**config.mk**
```make
export PLATFORM = sky130hd
export DESIGN_NAME = alarm_threshold_burst_monitor
export DESIGN_NICKNAME = d
export VERILOG_FILES = /design/src/pkg/threshold_monitor_pkg.sv /design/src/verilog/limit_check.sv /design/src/verilog/burst_sampler.sv /design/src/verilog/alarm_threshold_burst_monitor.sv
export VERILOG_INCLUDE_DIRS = /design/src /design/src/pkg
export SDC_FILE = /design/constraint.sdc
export NUM_CORES = 2
export LEC_CHECK = 0
export ABC_AREA = 0
export BUFFER_PORTS_ARGS = -buffer_cell sky130_fd_sc_hd__buf_2
export CELL_PAD_IN_SITES_DETAIL_PLACEMENT = 0
export CELL_PAD_IN_SITES_GLOBAL_PLACEMENT = 1
export CORE_ASPECT_RATIO = 1.4
export CORE_MARGIN = 8
export CORE_UTILIZATION = 40
export DETAILED_ROUTE_END_ITERATION = 16
export MAX_ROUTING_LAYER = met4
export PLACE_DENSITY_LB_ADDON = 0.1
export SLEW_MARGIN = 20
export SYNTH_ARGS = -nofsm -noshare
export SYNTH_HDL_FRONTEND = slang
export SYNTH_SLANG_ARGS = --single-unit
```
**constraint.sdc**
```tcl
create_clock -name hclk -period 54.9 [get_ports hclk]
set_input_delay 16.47 -clock hclk [delete_from_list [all_inputs] [get_ports hclk]]
set_output_delay 16.47 -clock hclk [all_outputs]
set_load 0.1 [all_outputs]
```
**src/pkg/threshold_monitor_params.svh**
```systemverilog
// Purpose: Offsets, reset values and timing counts of the threshold monitor.
// Assumes: 50 MHz hclk. Signed values are in tenths of a unit.
// Notes: Included by the burst sampler, the monitor and the testbench.
`ifndef THRESHOLD_MONITOR_PARAMS_SVH
`define THRESHOLD_MONITOR_PARAMS_SVH
`define OFS_CUR_A       12'h000
`define OFS_CUR_B       12'h004
`define OFS_VOLT_A      12'h008
`define OFS_VOLT_B      12'h00c
`define OFS_IN_LOW      12'h010
`define OFS_IN_LIM      12'h014
`define OFS_OUT_LIM     12'h018
`define OFS_BURST_CFG   12'h01c
`define OFS_CTRL        12'h020
`define OFS_MASK        12'h024
`define OFS_STATUS      12'h028
`define OFS_POWER       12'h02c
`define OFS_TEMP        12'h030
`define OFS_ERR         12'h034
`define CUR_MIN         16'sd100
`define CUR_MAX         16'sd600
`define CUR_A_LOW_RST   16'sd250
`define CUR_A_HIGH_RST  16'sd500
`define CUR_B_LOW_RST   16'sd100
`define CUR_B_HIGH_RST  16'sd500
`define VOLT_MIN        16'sd100
`define VOLT_MAX        16'sd250
`define VOLT_HIGH_RST   16'sd240
`define VOLT_LOW_RST    16'sd150
`define RXIN_MIN        -16'sd400
`define RXIN_MAX        16'sd50
`define RXIN_A_RST      -16'sd400
`define RXIN_B_RST      16'sd0
`define TXIN_MIN        -16'sd600
`define TXIN_MAX        -16'sd150
`define TXIN_HIGH_RST   -16'sd150
`define TXIN_LOW_RST    -16'sd600
`define RATED_SPAN      16'sd200
`define OUT_HIGH_RST    16'sd340
`define OUT_LOW_RST     16'sd130
`define BURST_LVL_RST   16'sd130
`define BURST_N_RST     5'd8
`define BURST_N_MAX     5'd16
`define MASK_RST        16'h0078
`define CTRL_RST        16'h0040
`define CTRL_MASK       16'h03ff
`define TEMP_MIN        -16'sd50
`define TEMP_MAX        16'sd100
`define CLK_MHZ         50
`define SAMPLE_US       125
`define SAMPLE_CYC      (`SAMPLE_US * `CLK_MHZ)
`endif

```
**src/pkg/threshold_monitor_pkg.sv**
```systemverilog
// Purpose: Types shared by the threshold monitor files.
// Assumes: Nothing beyond the parameter header.
// Notes: Holds types only.
package threshold_monitor_pkg;
   typedef struct packed {
      logic signed [15:0] high;
      logic signed [15:0] low;
   } limit_pair_t;
   typedef struct packed {
      logic [1:0]  htrans;
      logic        hwrite;
      logic [11:0] haddr;
   } ahb_addr_t;
   typedef enum logic [2:0] {
      BURST_IDLE   = 3'b001,
      BURST_SAMPLE = 3'b010,
      BURST_SORT   = 3'b100
   } burst_state_t;
endpackage

```
**src/verilog/limit_check.sv**
```systemverilog
// Purpose: Range and ordering check of a threshold pair write.
// Assumes: Values in tenths, signed.
// Notes: Pure combinational.
`timescale 1ns/1ps
module limit_check import threshold_monitor_pkg::*; (
   input  wire limit_pair_t        pair,
   input  wire logic signed [15:0] min_v,
   input  wire logic signed [15:0] max_v,
   output wire logic               ok
);
   // Both in range and low strictly below high.
   assign ok = (pair.low >= min_v) && (pair.high <= max_v) && (pair.low < pair.high)
               && (pair.high >= min_v) && (pair.low <= max_v);
endmodule // limit_check

```
**src/verilog/burst_sampler.sv**
```systemverilog
// Purpose: Burst sampling, ordering and top-N averaging.
// Assumes: Power samples in tenths of dBm.
// Notes: Sort is one insertion per sample, so no pass is needed at the end.
`timescale 1ns/1ps
`include "threshold_monitor_params.svh"
module burst_sampler import threshold_monitor_pkg::*; (
   input  wire logic               hclk,
   input  wire logic               hresetn,
   input  wire logic               enable,
   input  wire logic signed [15:0] power_in,
   input  wire logic signed [15:0] valid_level,
   input  wire logic [4:0]         avg_count,
   output logic signed [15:0]      reading_ff,
   output logic                    done_ff
);
   localparam int unsigned SAMPLE_CYC = `SAMPLE_CYC;
   burst_state_t        state_ff;
   logic [12:0]         tick_ff;
   logic [4:0]          cnt_ff;
   logic [4:0]          idx_ff;
   logic signed [15:0]  slot_ff [16];
   logic signed [20:0]  sum_ff;
   wire                 tick_hit = (tick_ff == 13'(SAMPLE_CYC - 1));
   wire                 burst_seen = enable && (power_in >= valid_level);
   wire signed [20:0]   quot = sum_ff / $signed({16'h0000, avg_count});
   ////////////////////////////////////////////////////////////////////////
   always_ff @(posedge hclk or negedge hresetn) begin
      if (!hresetn) begin
         state_ff <= BURST_IDLE;
         tick_ff <= 13'h0000;
         cnt_ff <= 5'h00;
         idx_ff <= 5'h00;
         sum_ff <= 21'h000000;
         reading_ff <= 16'h0000;
         done_ff <= 1'b0;
         for (int i = 0; i < 16; i++) begin
            slot_ff[i] <= 16'h8000;
         end
      end else begin
         done_ff <= 1'b0;
         case (state_ff)
            BURST_IDLE: begin
               // Valid burst gate
               if (burst_seen) begin
                  state_ff <= BURST_SAMPLE;
                  tick_ff <= 13'h0000;
                  cnt_ff <= 5'h00;
                  for (int i = 0; i < 16; i++) begin
                     slot_ff[i] <= 16'h8000;
                  end
               end
            end
            BURST_SAMPLE: begin
               tick_ff <= tick_hit ? 13'h0000 : tick_ff + 13'h0001;
               // Sample every period
               if (tick_hit) begin
                  // Keep descending order
                  for (int i = 15; i > 0; i--) begin
                     if (power_in > slot_ff[i - 1]) begin
                        slot_ff[i] <= slot_ff[i - 1];
                     end else if (power_in > slot_ff[i]) begin
                        slot_ff[i] <= power_in;
                     end
                  end
                  if (power_in > slot_ff[0]) begin
                     slot_ff[0] <= power_in;
                  end
                  cnt_ff <= cnt_ff + 5'h01;
                  if (cnt_ff == 5'd15) begin
                     state_ff <= BURST_SORT;
                     idx_ff <= 5'h00;
                     sum_ff <= 21'h000000;
                  end
               end
            end
            BURST_SORT: begin
               // Average largest N
               if (idx_ff < avg_count) begin
                  sum_ff <= sum_ff + 21'(slot_ff[idx_ff[3:0]]);
                  idx_ff <= idx_ff + 5'h01;
               end else begin
                  reading_ff <= quot[15:0];
                  done_ff <= 1'b1;
                  state_ff <= BURST_IDLE;
               end
            end
            default: state_ff <= BURST_IDLE;
         endcase
      end
   end
   ////////////////////////////////////////////////////////////////////////
   AST_SIXTEEN_SAMPLES: assert property (@(posedge hclk) disable iff (!hresetn)
      (state_ff == BURST_SAMPLE && tick_hit && cnt_ff == 5'd15) |=> (state_ff == BURST_SORT))
      else $error("Burst did not close after sixteen samples.");
   AST_ORDERED: assert property (@(posedge hclk) disable iff (!hresetn)
      (state_ff == BURST_SORT) |-> (slot_ff[0] >= slot_ff[1] && slot_ff[1] >= slot_ff[2]))
      else $error("Samples not in descending order.");
   AST_BURST_GATE: assert property (@(posedge hclk) disable iff (!hresetn)
      (state_ff == BURST_IDLE && !burst_seen) |=> (state_ff != BURST_SAMPLE))
      else $error("Burst started below valid level.");
endmodule // burst_sampler

```
**src/verilog/alarm_threshold_burst_monitor.sv**
```systemverilog
// Purpose: Threshold, alarm and burst power settings with AHB-Lite access.
// Assumes: Values are signed tenths; the bus master sends whole-word single transfers.
// Notes: Rejected writes keep the old value and set the error register.
// Summary of operation
// Side A low current, default 250
// Current low must stay below high
// Side B high current, default 500
// Input low limits 5.0 to -40.0
// Rx simulation faults relay, sets alarm
// Suppression masks alarms from major
// Side A volt limits 24 and 15
// Protocol select: ASCII or legacy binary
// Lamp dark when lamp enable zero
// Output limits ordered, within rated span
// Tx simulation raises Tx alarm
// Input limits -15 to -60, ordered
// Sample every 125 us, sixteen
// Sort, average largest N samples
// Burst valid at burst level
// Temperature reported -50 to +100
// Mains correction only on AC units
// Mode zero continuous, one burst
// Suppression mask default 0x0078
// Bad writes rejected, old value kept
`timescale 1ns/1ps
`include "threshold_monitor_params.svh"
module alarm_threshold_burst_monitor import threshold_monitor_pkg::*; (
   input  wire logic               hclk,
   input  wire logic               hresetn,
   input  wire logic               hsel,
   input  wire logic [11:0]        haddr,
   input  wire logic [1:0]         htrans,
   input  wire logic               hwrite,
   input  wire logic [2:0]         hsize,
   input  wire logic [31:0]        hwdata,
   input  wire logic               hready,
   output logic [31:0]             hrdata,
   output wire logic               hreadyout,
   output wire logic               hresp,
   input  wire logic               ac_powered,
   input  wire logic signed [15:0] output_power,
   input  wire logic signed [15:0] temperature,
   input  wire logic [15:0]        alarm_sources,
   output logic                    side_a_relay_fault,
   output logic                    side_b_relay_fault,
   output logic                    major_alarm,
   output logic                    lamp_drive,
   output logic                    link_protocol_select,
   output logic                    mains_scaling_correction,
   output logic [7:0]              alarm_byte
);
   ahb_addr_t          aph_ff;
   limit_pair_t        cur_a_ff;
   limit_pair_t        cur_b_ff;
   limit_pair_t        volt_a_ff;
   limit_pair_t        volt_b_ff;
   limit_pair_t        in_low_ff;
   limit_pair_t        in_lim_ff;
   limit_pair_t        out_lim_ff;
   logic signed [15:0] burst_lvl_ff;
   logic [4:0]         burst_n_ff;
   logic [15:0]        ctrl_ff;
   logic [15:0]        suppression_mask_ff;
   logic signed [15:0] power_ff;
   logic signed [15:0] temp_ff;
   logic [3:0]         err_ff;
   logic signed [15:0] burst_reading;
   logic               burst_done;
   logic               ok_cur;
   logic               ok_volt;
   logic               ok_in;
   logic               ok_out;
   ////////////////////////////////////////////////////////////////////////
   // Control bit positions.
   wire side_a_rx_alarm_simulate = ctrl_ff[0];
   wire side_b_rx_alarm_simulate = ctrl_ff[1];
   wire side_a_rx_suppress       = ctrl_ff[2];
   wire side_b_rx_suppress       = ctrl_ff[3];
   wire tx_alarm_simulate        = ctrl_ff[4];
   wire tx_power_suppress        = ctrl_ff[5];
   wire lamp_enable              = ctrl_ff[6];
   wire power_monitor_mode       = ctrl_ff[8];
   wire wr_phase   = aph_ff.htrans[1] && aph_ff.hwrite;
   wire limit_pair_t wpair = limit_pair_t'(hwdata);
   wire sel_cur_a  = wr_phase && (aph_ff.haddr == `OFS_CUR_A);
   wire sel_cur_b  = wr_phase && (aph_ff.haddr == `OFS_CUR_B);
   wire sel_volt_a = wr_phase && (aph_ff.haddr == `OFS_VOLT_A);
   wire sel_volt_b = wr_phase && (aph_ff.haddr == `OFS_VOLT_B);
   wire sel_in_low = wr_phase && (aph_ff.haddr == `OFS_IN_LOW);
   wire sel_in_lim = wr_phase && (aph_ff.haddr == `OFS_IN_LIM);
   wire sel_out    = wr_phase && (aph_ff.haddr == `OFS_OUT_LIM);
   wire sel_burst  = wr_phase && (aph_ff.haddr == `OFS_BURST_CFG);
   wire sel_ctrl   = wr_phase && (aph_ff.haddr == `OFS_CTRL);
   wire sel_mask   = wr_phase && (aph_ff.haddr == `OFS_MASK);
   wire signed [15:0] out_floor = out_lim_ff.high - `RATED_SPAN;
   wire [4:0] wr_n  = hwdata[20:16];
   wire signed [15:0] wr_lvl = hwdata[15:0];
   // Output span check
   wire ok_burst = (wr_n >= 5'd1) && (wr_n <= `BURST_N_MAX) && (wr_lvl <= out_lim_ff.high)
                   && (wr_lvl >= out_floor);
   // Correction on AC units only
   wire ok_ctrl  = !hwdata[7] || ac_powered;
   // Side low range
   wire ok_rx_in = (wpair.high >= `RXIN_MIN) && (wpair.high <= `RXIN_MAX)
                   && (wpair.low >= `RXIN_MIN) && (wpair.low <= `RXIN_MAX);
   // Error on reject
   wire [3:0] nxt_err = sel_cur_a ? {3'h0, !ok_cur} : sel_cur_b ? {3'h0, !ok_cur} :
                        (sel_volt_a || sel_volt_b) ? {2'h0, !ok_volt, 1'b0} :
                        sel_in_low ? {1'b0, !ok_rx_in, 2'h0} : sel_in_lim ? {1'b0, !ok_in, 2'h0} :
                        sel_out ? {!ok_out, 3'h0} : sel_burst ? {!ok_burst, 3'h0} :
                        sel_ctrl ? {!ok_ctrl, 3'h0} : 4'h0;
   ////////////////////////////////////////////////////////////////////////
   // Current ordering check
   limit_check u_cur (
      .pair  (wpair),
      .min_v (`CUR_MIN),
      .max_v (`CUR_MAX),
      .ok    (ok_cur)
   );
   // Volt ordering check
   limit_check u_volt (
      .pair  (wpair),
      .min_v (`VOLT_MIN),
      .max_v (`VOLT_MAX),
      .ok    (ok_volt)
   );
   // Input range check
   limit_check u_in (
      .pair  (wpair),
      .min_v (`TXIN_MIN),
      .max_v (`TXIN_MAX),
      .ok    (ok_in)
   );
   // Output ordering check
   limit_check u_out (
      .pair  (wpair),
      .min_v (wpair.high - `RATED_SPAN),
      .max_v (wpair.high),
      .ok    (ok_out)
   );
   burst_sampler u_burst (
      .hclk        (hclk),
      .hresetn     (hresetn),
      .enable      (power_monitor_mode),
      .power_in    (output_power),
      .valid_level (burst_lvl_ff),
      .avg_count   (burst_n_ff),
      .reading_ff  (burst_reading),
      .done_ff     (burst_done)
   );
   ////////////////////////////////////////////////////////////////////////
   // Zero wait states; every transfer answers OKAY.
   assign hreadyout = 1'b1;
   assign hresp     = 1'b0;
   always_ff @(posedge hclk or negedge hresetn) begin
      if (!hresetn) begin
         aph_ff <= '0;
      end else if (hready) begin
         aph_ff <= '{htrans: hsel ? htrans : 2'b00, hwrite: hwrite, haddr: haddr};
      end
   end
   // Reset defaults
   always_ff @(posedge hclk or negedge hresetn) begin
      if (!hresetn) begin
         cur_a_ff <= '{high: `CUR_A_HIGH_RST, low: `CUR_A_LOW_RST};
         cur_b_ff <= '{high: `CUR_B_HIGH_RST, low: `CUR_B_LOW_RST};
         volt_a_ff <= '{high: `VOLT_HIGH_RST, low: `VOLT_LOW_RST};
         volt_b_ff <= '{high: `VOLT_HIGH_RST, low: `VOLT_LOW_RST};
         in_low_ff <= '{high: `RXIN_B_RST, low: `RXIN_A_RST};
         in_lim_ff <= '{high: `TXIN_HIGH_RST, low: `TXIN_LOW_RST};
         out_lim_ff <= '{high: `OUT_HIGH_RST, low: `OUT_LOW_RST};
         burst_lvl_ff <= `BURST_LVL_RST;
         burst_n_ff <= `BURST_N_RST;
         ctrl_ff <= `CTRL_RST;
         suppression_mask_ff <= `MASK_RST;
         err_ff <= 4'h0;
      end else begin
         // Keep value on reject
         if (wr_phase) begin
            err_ff <= nxt_err;
         end
         if (sel_cur_a && ok_cur) begin
            cur_a_ff <= wpair;
         end
         if (sel_cur_b && ok_cur) begin
            cur_b_ff <= wpair;
         end
         if (sel_volt_a && ok_volt) begin
            volt_a_ff <= wpair;
         end
         if (sel_volt_b && ok_volt) begin
            volt_b_ff <= wpair;
         end
         // Per-side low limit
         if (sel_in_low && ok_rx_in) begin
            in_low_ff <= wpair;
         end
         if (sel_in_lim && ok_in) begin
            in_lim_ff <= wpair;
         end
         if (sel_out && ok_out) begin
            out_lim_ff <= wpair;
         end
         if (sel_burst && ok_burst) begin
            burst_lvl_ff <= wr_lvl;
            burst_n_ff <= wr_n;
         end
         if (sel_ctrl && ok_ctrl) begin
            ctrl_ff <= hwdata[15:0] & `CTRL_MASK;
         end
         if (sel_mask) begin
            suppression_mask_ff <= hwdata[15:0];
         end
      end
   end
   ////////////////////////////////////////////////////////////////////////
   // Clamp temperature report
   wire signed [15:0] temp_clamped = (temperature < `TEMP_MIN) ? `TEMP_MIN :
                                     (temperature > `TEMP_MAX) ? `TEMP_MAX : temperature;
   // Continuous or burst reading
   wire signed [15:0] nxt_power = power_monitor_mode ? (burst_done ? burst_reading : power_ff)
                                                     : output_power;
   wire        any_supp   = side_a_rx_suppress || side_b_rx_suppress || tx_power_suppress;
   // Masked alarms dropped while any suppress bit is set
   wire [15:0] live       = alarm_sources & ~(any_supp ? suppression_mask_ff : 16'h0000);
   // Simulated alarms
   wire [7:0]  nxt_alarm  = {5'h00, tx_alarm_simulate, side_b_rx_alarm_simulate, side_a_rx_alarm_simulate};
   always_ff @(posedge hclk or negedge hresetn) begin
      if (!hresetn) begin
         power_ff <= 16'h0000;
         temp_ff <= 16'h0000;
         side_a_relay_fault <= 1'b0;
         side_b_relay_fault <= 1'b0;
         major_alarm <= 1'b0;
         lamp_drive <= 1'b0;
         link_protocol_select <= 1'b0;
         mains_scaling_correction <= 1'b0;
         alarm_byte <= 8'h00;
      end else begin
         power_ff <= nxt_power;
         temp_ff <= temp_clamped;
         side_a_relay_fault <= side_a_rx_alarm_simulate;
         side_b_relay_fault <= side_b_rx_alarm_simulate;
         major_alarm <= (|live) || (|nxt_alarm);
         // Lamp enable gate
         lamp_drive <= lamp_enable;
         // Protocol select bit
         // Own bit, so a DC unit can still pick the binary format.
         link_protocol_select <= ctrl_ff[9];
         mains_scaling_correction <= ctrl_ff[7] && ac_powered;
         alarm_byte <= nxt_alarm;
      end
   end
   ////////////////////////////////////////////////////////////////////////
   always_comb begin
      hrdata = 32'h00000000;
      if (aph_ff.haddr == `OFS_CUR_A) hrdata = cur_a_ff;
      else if (aph_ff.haddr == `OFS_CUR_B) hrdata = cur_b_ff;
      else if (aph_ff.haddr == `OFS_VOLT_A) hrdata = volt_a_ff;
      else if (aph_ff.haddr == `OFS_VOLT_B) hrdata = volt_b_ff;
      else if (aph_ff.haddr == `OFS_IN_LOW) hrdata = in_low_ff;
      else if (aph_ff.haddr == `OFS_IN_LIM) hrdata = in_lim_ff;
      else if (aph_ff.haddr == `OFS_OUT_LIM) hrdata = out_lim_ff;
      else if (aph_ff.haddr == `OFS_BURST_CFG) hrdata = {11'h000, burst_n_ff, burst_lvl_ff};
      else if (aph_ff.haddr == `OFS_CTRL) hrdata = {16'h0000, ctrl_ff};
      else if (aph_ff.haddr == `OFS_MASK) hrdata = {16'h0000, suppression_mask_ff};
      else if (aph_ff.haddr == `OFS_STATUS) hrdata = {8'h00, alarm_byte, live};
      else if (aph_ff.haddr == `OFS_POWER) hrdata = {16'h0000, power_ff};
      else if (aph_ff.haddr == `OFS_TEMP) hrdata = {16'h0000, temp_ff};
      else if (aph_ff.haddr == `OFS_ERR) hrdata = {28'h0000000, err_ff};
   end
   ////////////////////////////////////////////////////////////////////////
   AST_CUR_ORDER: assert property (@(posedge hclk) disable iff (!hresetn)
      cur_a_ff.low < cur_a_ff.high && cur_b_ff.low < cur_b_ff.high)
      else $error("Current limits out of order.");
   AST_CUR_A_RANGE: assert property (@(posedge hclk) disable iff (!hresetn)
      cur_a_ff.low >= `CUR_MIN && cur_a_ff.low <= `CUR_MAX)
      else $error("Side A low current out of range.");
   AST_CUR_B_RANGE: assert property (@(posedge hclk) disable iff (!hresetn)
      cur_b_ff.high >= `CUR_MIN && cur_b_ff.high <= `CUR_MAX)
      else $error("Side B high current out of range.");
   AST_VOLT_ORDER: assert property (@(posedge hclk) disable iff (!hresetn)
      volt_a_ff.low < volt_a_ff.high && volt_a_ff.high <= `VOLT_MAX)
      else $error("Side A volt limits invalid.");
   AST_REJECT_KEEP: assert property (@(posedge hclk) disable iff (!hresetn)
      (sel_cur_a && !ok_cur) |=> ($stable(cur_a_ff) && err_ff[0]))
      else $error("Rejected write changed stored value.");
   AST_RX_SIM: assert property (@(posedge hclk) disable iff (!hresetn)
      side_a_rx_alarm_simulate |=> (side_a_relay_fault && alarm_byte[0]))
      else $error("Rx simulation did not fault relay.");
   AST_TX_SIM: assert property (@(posedge hclk) disable iff (!hresetn)
      !tx_alarm_simulate |=> !alarm_byte[2])
      else $error("Tx alarm raised without simulation.");
   AST_LAMP_DARK: assert property (@(posedge hclk) disable iff (!hresetn)
      !lamp_enable |=> !lamp_drive)
      else $error("Lamp lit while disabled.");
   AST_DC_NO_CORR: assert property (@(posedge hclk) disable iff (!hresetn)
      !ac_powered |=> !mains_scaling_correction)
      else $error("Mains correction on a DC unit.");
   AST_TEMP_RANGE: assert property (@(posedge hclk) disable iff (!hresetn)
      temp_ff >= `TEMP_MIN && temp_ff <= `TEMP_MAX)
      else $error("Temperature report out of range.");
endmodule // alarm_threshold_burst_monitor

```
==> impl_summary.txt <==
----------------------------------------------------
[GRT]
  Largest net degree at the start of global routing ... 148
  Antenna violations before repair ... 4
  Vias in the first global route ... 42922
  Total gr overflow ... 0
  First-pass GRT wire length ... 266000 um
  Tot GR Track Use ... 25.4%

[STA]
  Worst max-slew margin expressed relative to the limit ... roughly 20%
  Final count of hold timing violations ... 0
  Pin slew with the least headroom to its limit ... 1.20 ns
  Worst setup margin ... around 4.3 ns
  Setup repair after global routing missed its margin ... no
  Min Clock Period, post-route ... 50.64 ns
  Worst hold slack ... 0.420 ns
  Skew final ... 0.0709 ns
  Number of slew-limit violations in the final report ... 0
  Tcrit/Tclk final ... between 90% and 100%
  Setup-failing EPs final ... 0
  Setup TNS Final ... 0 ns
  Highest Clock Rate ... 19.7 MHz

[Critical path]
  Arrival time worst endpoint ... 51.11 ns
  Cell mode on critical path ... sky130_fd_sc_hd__o21a_1
  Crit-path slowest cell ... sky130_fd_sc_hd__or4b_2
  Critical-path maximum fanout ... 16
  Worst path required time ... 55.36 ns
  Startpoint type of the worst setup path ... flip-flop
  Crit path capture type ... flip-flop
  Max stage delay on crit path ... 0.68 ns
  Worst Path Class, Setup ... reg -> reg

[Clocking]
  CTS Buffer Depth ... 3
  H-Tree Level Count ... 3
  Clock-pin slew of the registers on the worst-case setup and hold paths ... 0.06 ns
  CTS tree ... built
  Clock latency on the worst-skew pair ... 0.70 ns
  Number of hold buffers added after cts ... 0
  Number of sinks on the clock net ... 648
  CTS Buf Count ... 76
  Root Driver ... sky130_fd_sc_hd__clkbuf_16

[Floorplan]
  Row Count ... 154
  Initial cell density of the core ... 40.3%
  Chip width ... 317 um
  Die height ... 437 um
  Area of the core ... between 100000 and 150000 um^2
  I/O Pins ... 151
  Die Footprint ... around 140000 um^2

[Run]
  Max Cap Viol ... 0

[Power]
  Overall power of the completed layout ... 1.45 mW
  Power density over cell area ... 26.0 nW/um^2
  Standby leakage power ... 24.9 nW
  VDD IR-drop max ... 0.0254 mV

[Layout]
  Share of cells above drive strength 1 ... 14.5%
  Layout Area Growth over Synthesis ... 9.96%
  Commonest cells after routing, fill and taps aside ... sky130_fd_sc_hd__nand2_1, sky130_fd_sc_hd__dfrtp_1, sky130_fd_sc_hd__ha_1
  Leading cell type in the layout, fill and taps excluded ... sky130_fd_sc_hd__nand2_1
  Total number of nets in the final design ... 6396
  Fill cell count ... 12509

[Route]
  DRC viols ... 0
  Mean routed wirelength per cell ... 23.2 um
  Antenna-violating nets left ... 0
  Starting DRC count in detailed routing ... 2682
  Routed vias ... ~43000
  Via count normalized by instance count ... 5.76
  DR pass1 iterations ... 6
  Total detailed-routing wirelength ... 175000 um

[Synth]
  Post-Syn Instances ... 5835
  Register area share after synthesis ... 32.2%
  Library cell with the largest summed area after synthesis ... sky130_fd_sc_hd__dfrtp_1
  Number of register bits inferred by synthesis ... 648
  EDFF count, synth ... 0
  Synth Warn # ... 0
  Distinct cell type count after synthesis ... 138
  Prevailing post-synth register cell ... sky130_fd_sc_hd__dfrtp_1
  Area fraction of the dominant cell type after synthesis ... around 27%
  Syn avg cell area ... between 8 and 9 um^2
  Leading cell types by total area after synthesis ... sky130_fd_sc_hd__dfrtp_1, sky130_fd_sc_hd__ha_1, sky130_fd_sc_hd__dfstp_2
  Async SR Flop Fraction ... 100%
  Netlist Area Pre-Place ... 50700 um^2

[Place]
  IO Port Bufs ... between 100 and 150
  Final weighted congestion in routability-driven placement ... between 0.9 and 1
  Post-Place Worst Slack ... around 1.7 ns
  Placed wire-length estimate after detailed placement ... 130000 um

[Status]
  Run status ... complete, no violations

[Worst hold path]
  Worst Hold Class ... reg -> reg

----------------------------------------------------
-- metrics by stage --
step,util [%],cells,area (um^2)
after CTS,44.1,7510,55500
final,44.3,7528,55800
after global placement,42.0,7369,52800
after global routing,44.3,7527,55800
after floorplan,-,5840,50700
after detailed placement,42.0,7369,52800
-- worst max-delay path, delay by kind of cell, from the launching register on --
family          cells  cell delay, ns
xor+xnor            1            0.20
buf+inv            11            1.81
compound gates     98           20.28
mux                 9            2.82
flops               1            0.53
fa+ha+maj          23            6.44
simple gates       83           18.29
-- registers in the layout (all words and copies together), names as in the netlist, 10 cells and up --
signal / count
u_burst.reading_ff: 16
power_ff: 16
u_burst.tick_ff: 13
ctrl_ff: 10
in_low_ff: 32
u_burst.slot_ff: 256
volt_b_ff: 32
temp_ff: 16
aph_ff: 14
cur_a_ff: 32
in_lim_ff: 32
u_burst.sum_ff: 21
suppression_mask_ff: 16
volt_a_ff: 32
burst_lvl_ff: 16
cur_b_ff: 32
out_lim_ff: 32
-- kinds of logic (layout without fill, tap and decap cells) --
family                     after synthesis  after routing  share of synthesized area (%)
AOI/OAI and AO/OA                     1651           1651                           21.4
other                                    2             10                         0.0148
buffers and inverters                  728            775                           5.78
and+or+nand+nor                       1885           1885                           18.0
xor gates and xnor gates               135            135                           2.40
muxes                                  316            316                           8.59
adders and majority gates              470            470                           11.6
DFF                                    648            648                           32.2
-- synth_stat cells, types with 35 or more instances --
| cell | instances |
|---|---|
| sky130_fd_sc_hd__a21o_1 | 71 |
| sky130_fd_sc_hd__a21oi_1 | 423 |
| sky130_fd_sc_hd__a22oi_1 | 51 |
| sky130_fd_sc_hd__and2_1 | 54 |
| sky130_fd_sc_hd__clkbuf_1 | 293 |
| sky130_fd_sc_hd__dfrtp_1 | 548 |
| sky130_fd_sc_hd__dfstp_2 | 100 |
| sky130_fd_sc_hd__ha_1 | 468 |
| sky130_fd_sc_hd__inv_1 | 380 |
| sky130_fd_sc_hd__mux2_2 | 136 |
| sky130_fd_sc_hd__mux2i_1 | 96 |
| sky130_fd_sc_hd__mux4_2 | 80 |
| sky130_fd_sc_hd__nand2_1 | 622 |
| sky130_fd_sc_hd__nand2b_1 | 98 |
| sky130_fd_sc_hd__nand3_1 | 116 |
| sky130_fd_sc_hd__nand4_1 | 96 |
| sky130_fd_sc_hd__nor2_1 | 474 |
| sky130_fd_sc_hd__nor2b_1 | 111 |
| sky130_fd_sc_hd__nor3_1 | 94 |
| sky130_fd_sc_hd__o21a_1 | 74 |
| sky130_fd_sc_hd__o21ai_0 | 388 |
| sky130_fd_sc_hd__o31ai_1 | 245 |
| sky130_fd_sc_hd__xnor2_1 | 96 |
| sky130_fd_sc_hd__xor2_1 | 35 |
-- worst paths after layout --
check,start,end,slack (ns),depth (start not counted)
min in group asynchronous,hresetn,u_burst.slot_ff[148],15.79,1
worst max register to register,u_burst.sum_ff[0],u_burst.reading_ff[14],4.26,225
worst max-delay path,u_burst.sum_ff[0],u_burst.reading_ff[14],4.26,225
worst min register to register,ctrl_ff[6],lamp_drive,0.42,0
worst min-delay path,ctrl_ff[6],lamp_drive,0.42,0
max in group asynchronous,hresetn,aph_ff[0],35.89,4
-- timing repair --
action                                  in CTS  in global routing
gates resized for setup                      0                 21
buffers inserted                             0                 13
endpoints found under the setup margin       0                 16
-- area by class of cell --
class / instances / area (um^2) / area share, %
Sequential cell: 648 / 16300 / 29.3
Antenna cell: 3 / 7.51 / 0.0135
Timing Repair Buffer: 251 / 1590 / 2.85
Multi-Input combinational cell: 4464 / 31600 / 56.7
Inverter: 383 / 1440 / 2.58
Clock inverter: 26 / 452 / 0.810
Clock buffer: 115 / 2260 / 4.05
Tap cell: 1638 / 2050 / 3.68
-- layer usage --
metal / up-vias / global-route usage (%) / wire [um]
met5: - / - / 0
met4: 0 / 10.3 / 7990
met3: 231 / 2.37 / 5470
met2: 782 / 44.4 / 88700
met1: 21236 / 29.8 / 72800
li1: 21102 / - / -
-- power breakdown --
part	total (mW)	switching, mW	internal (mW)
registers	0.511	0.0159	0.495
logic	0.389	0.256	0.133
clock network	0.551	0.229	0.322
Note: power is estimated with default switching activity, not from simulation.
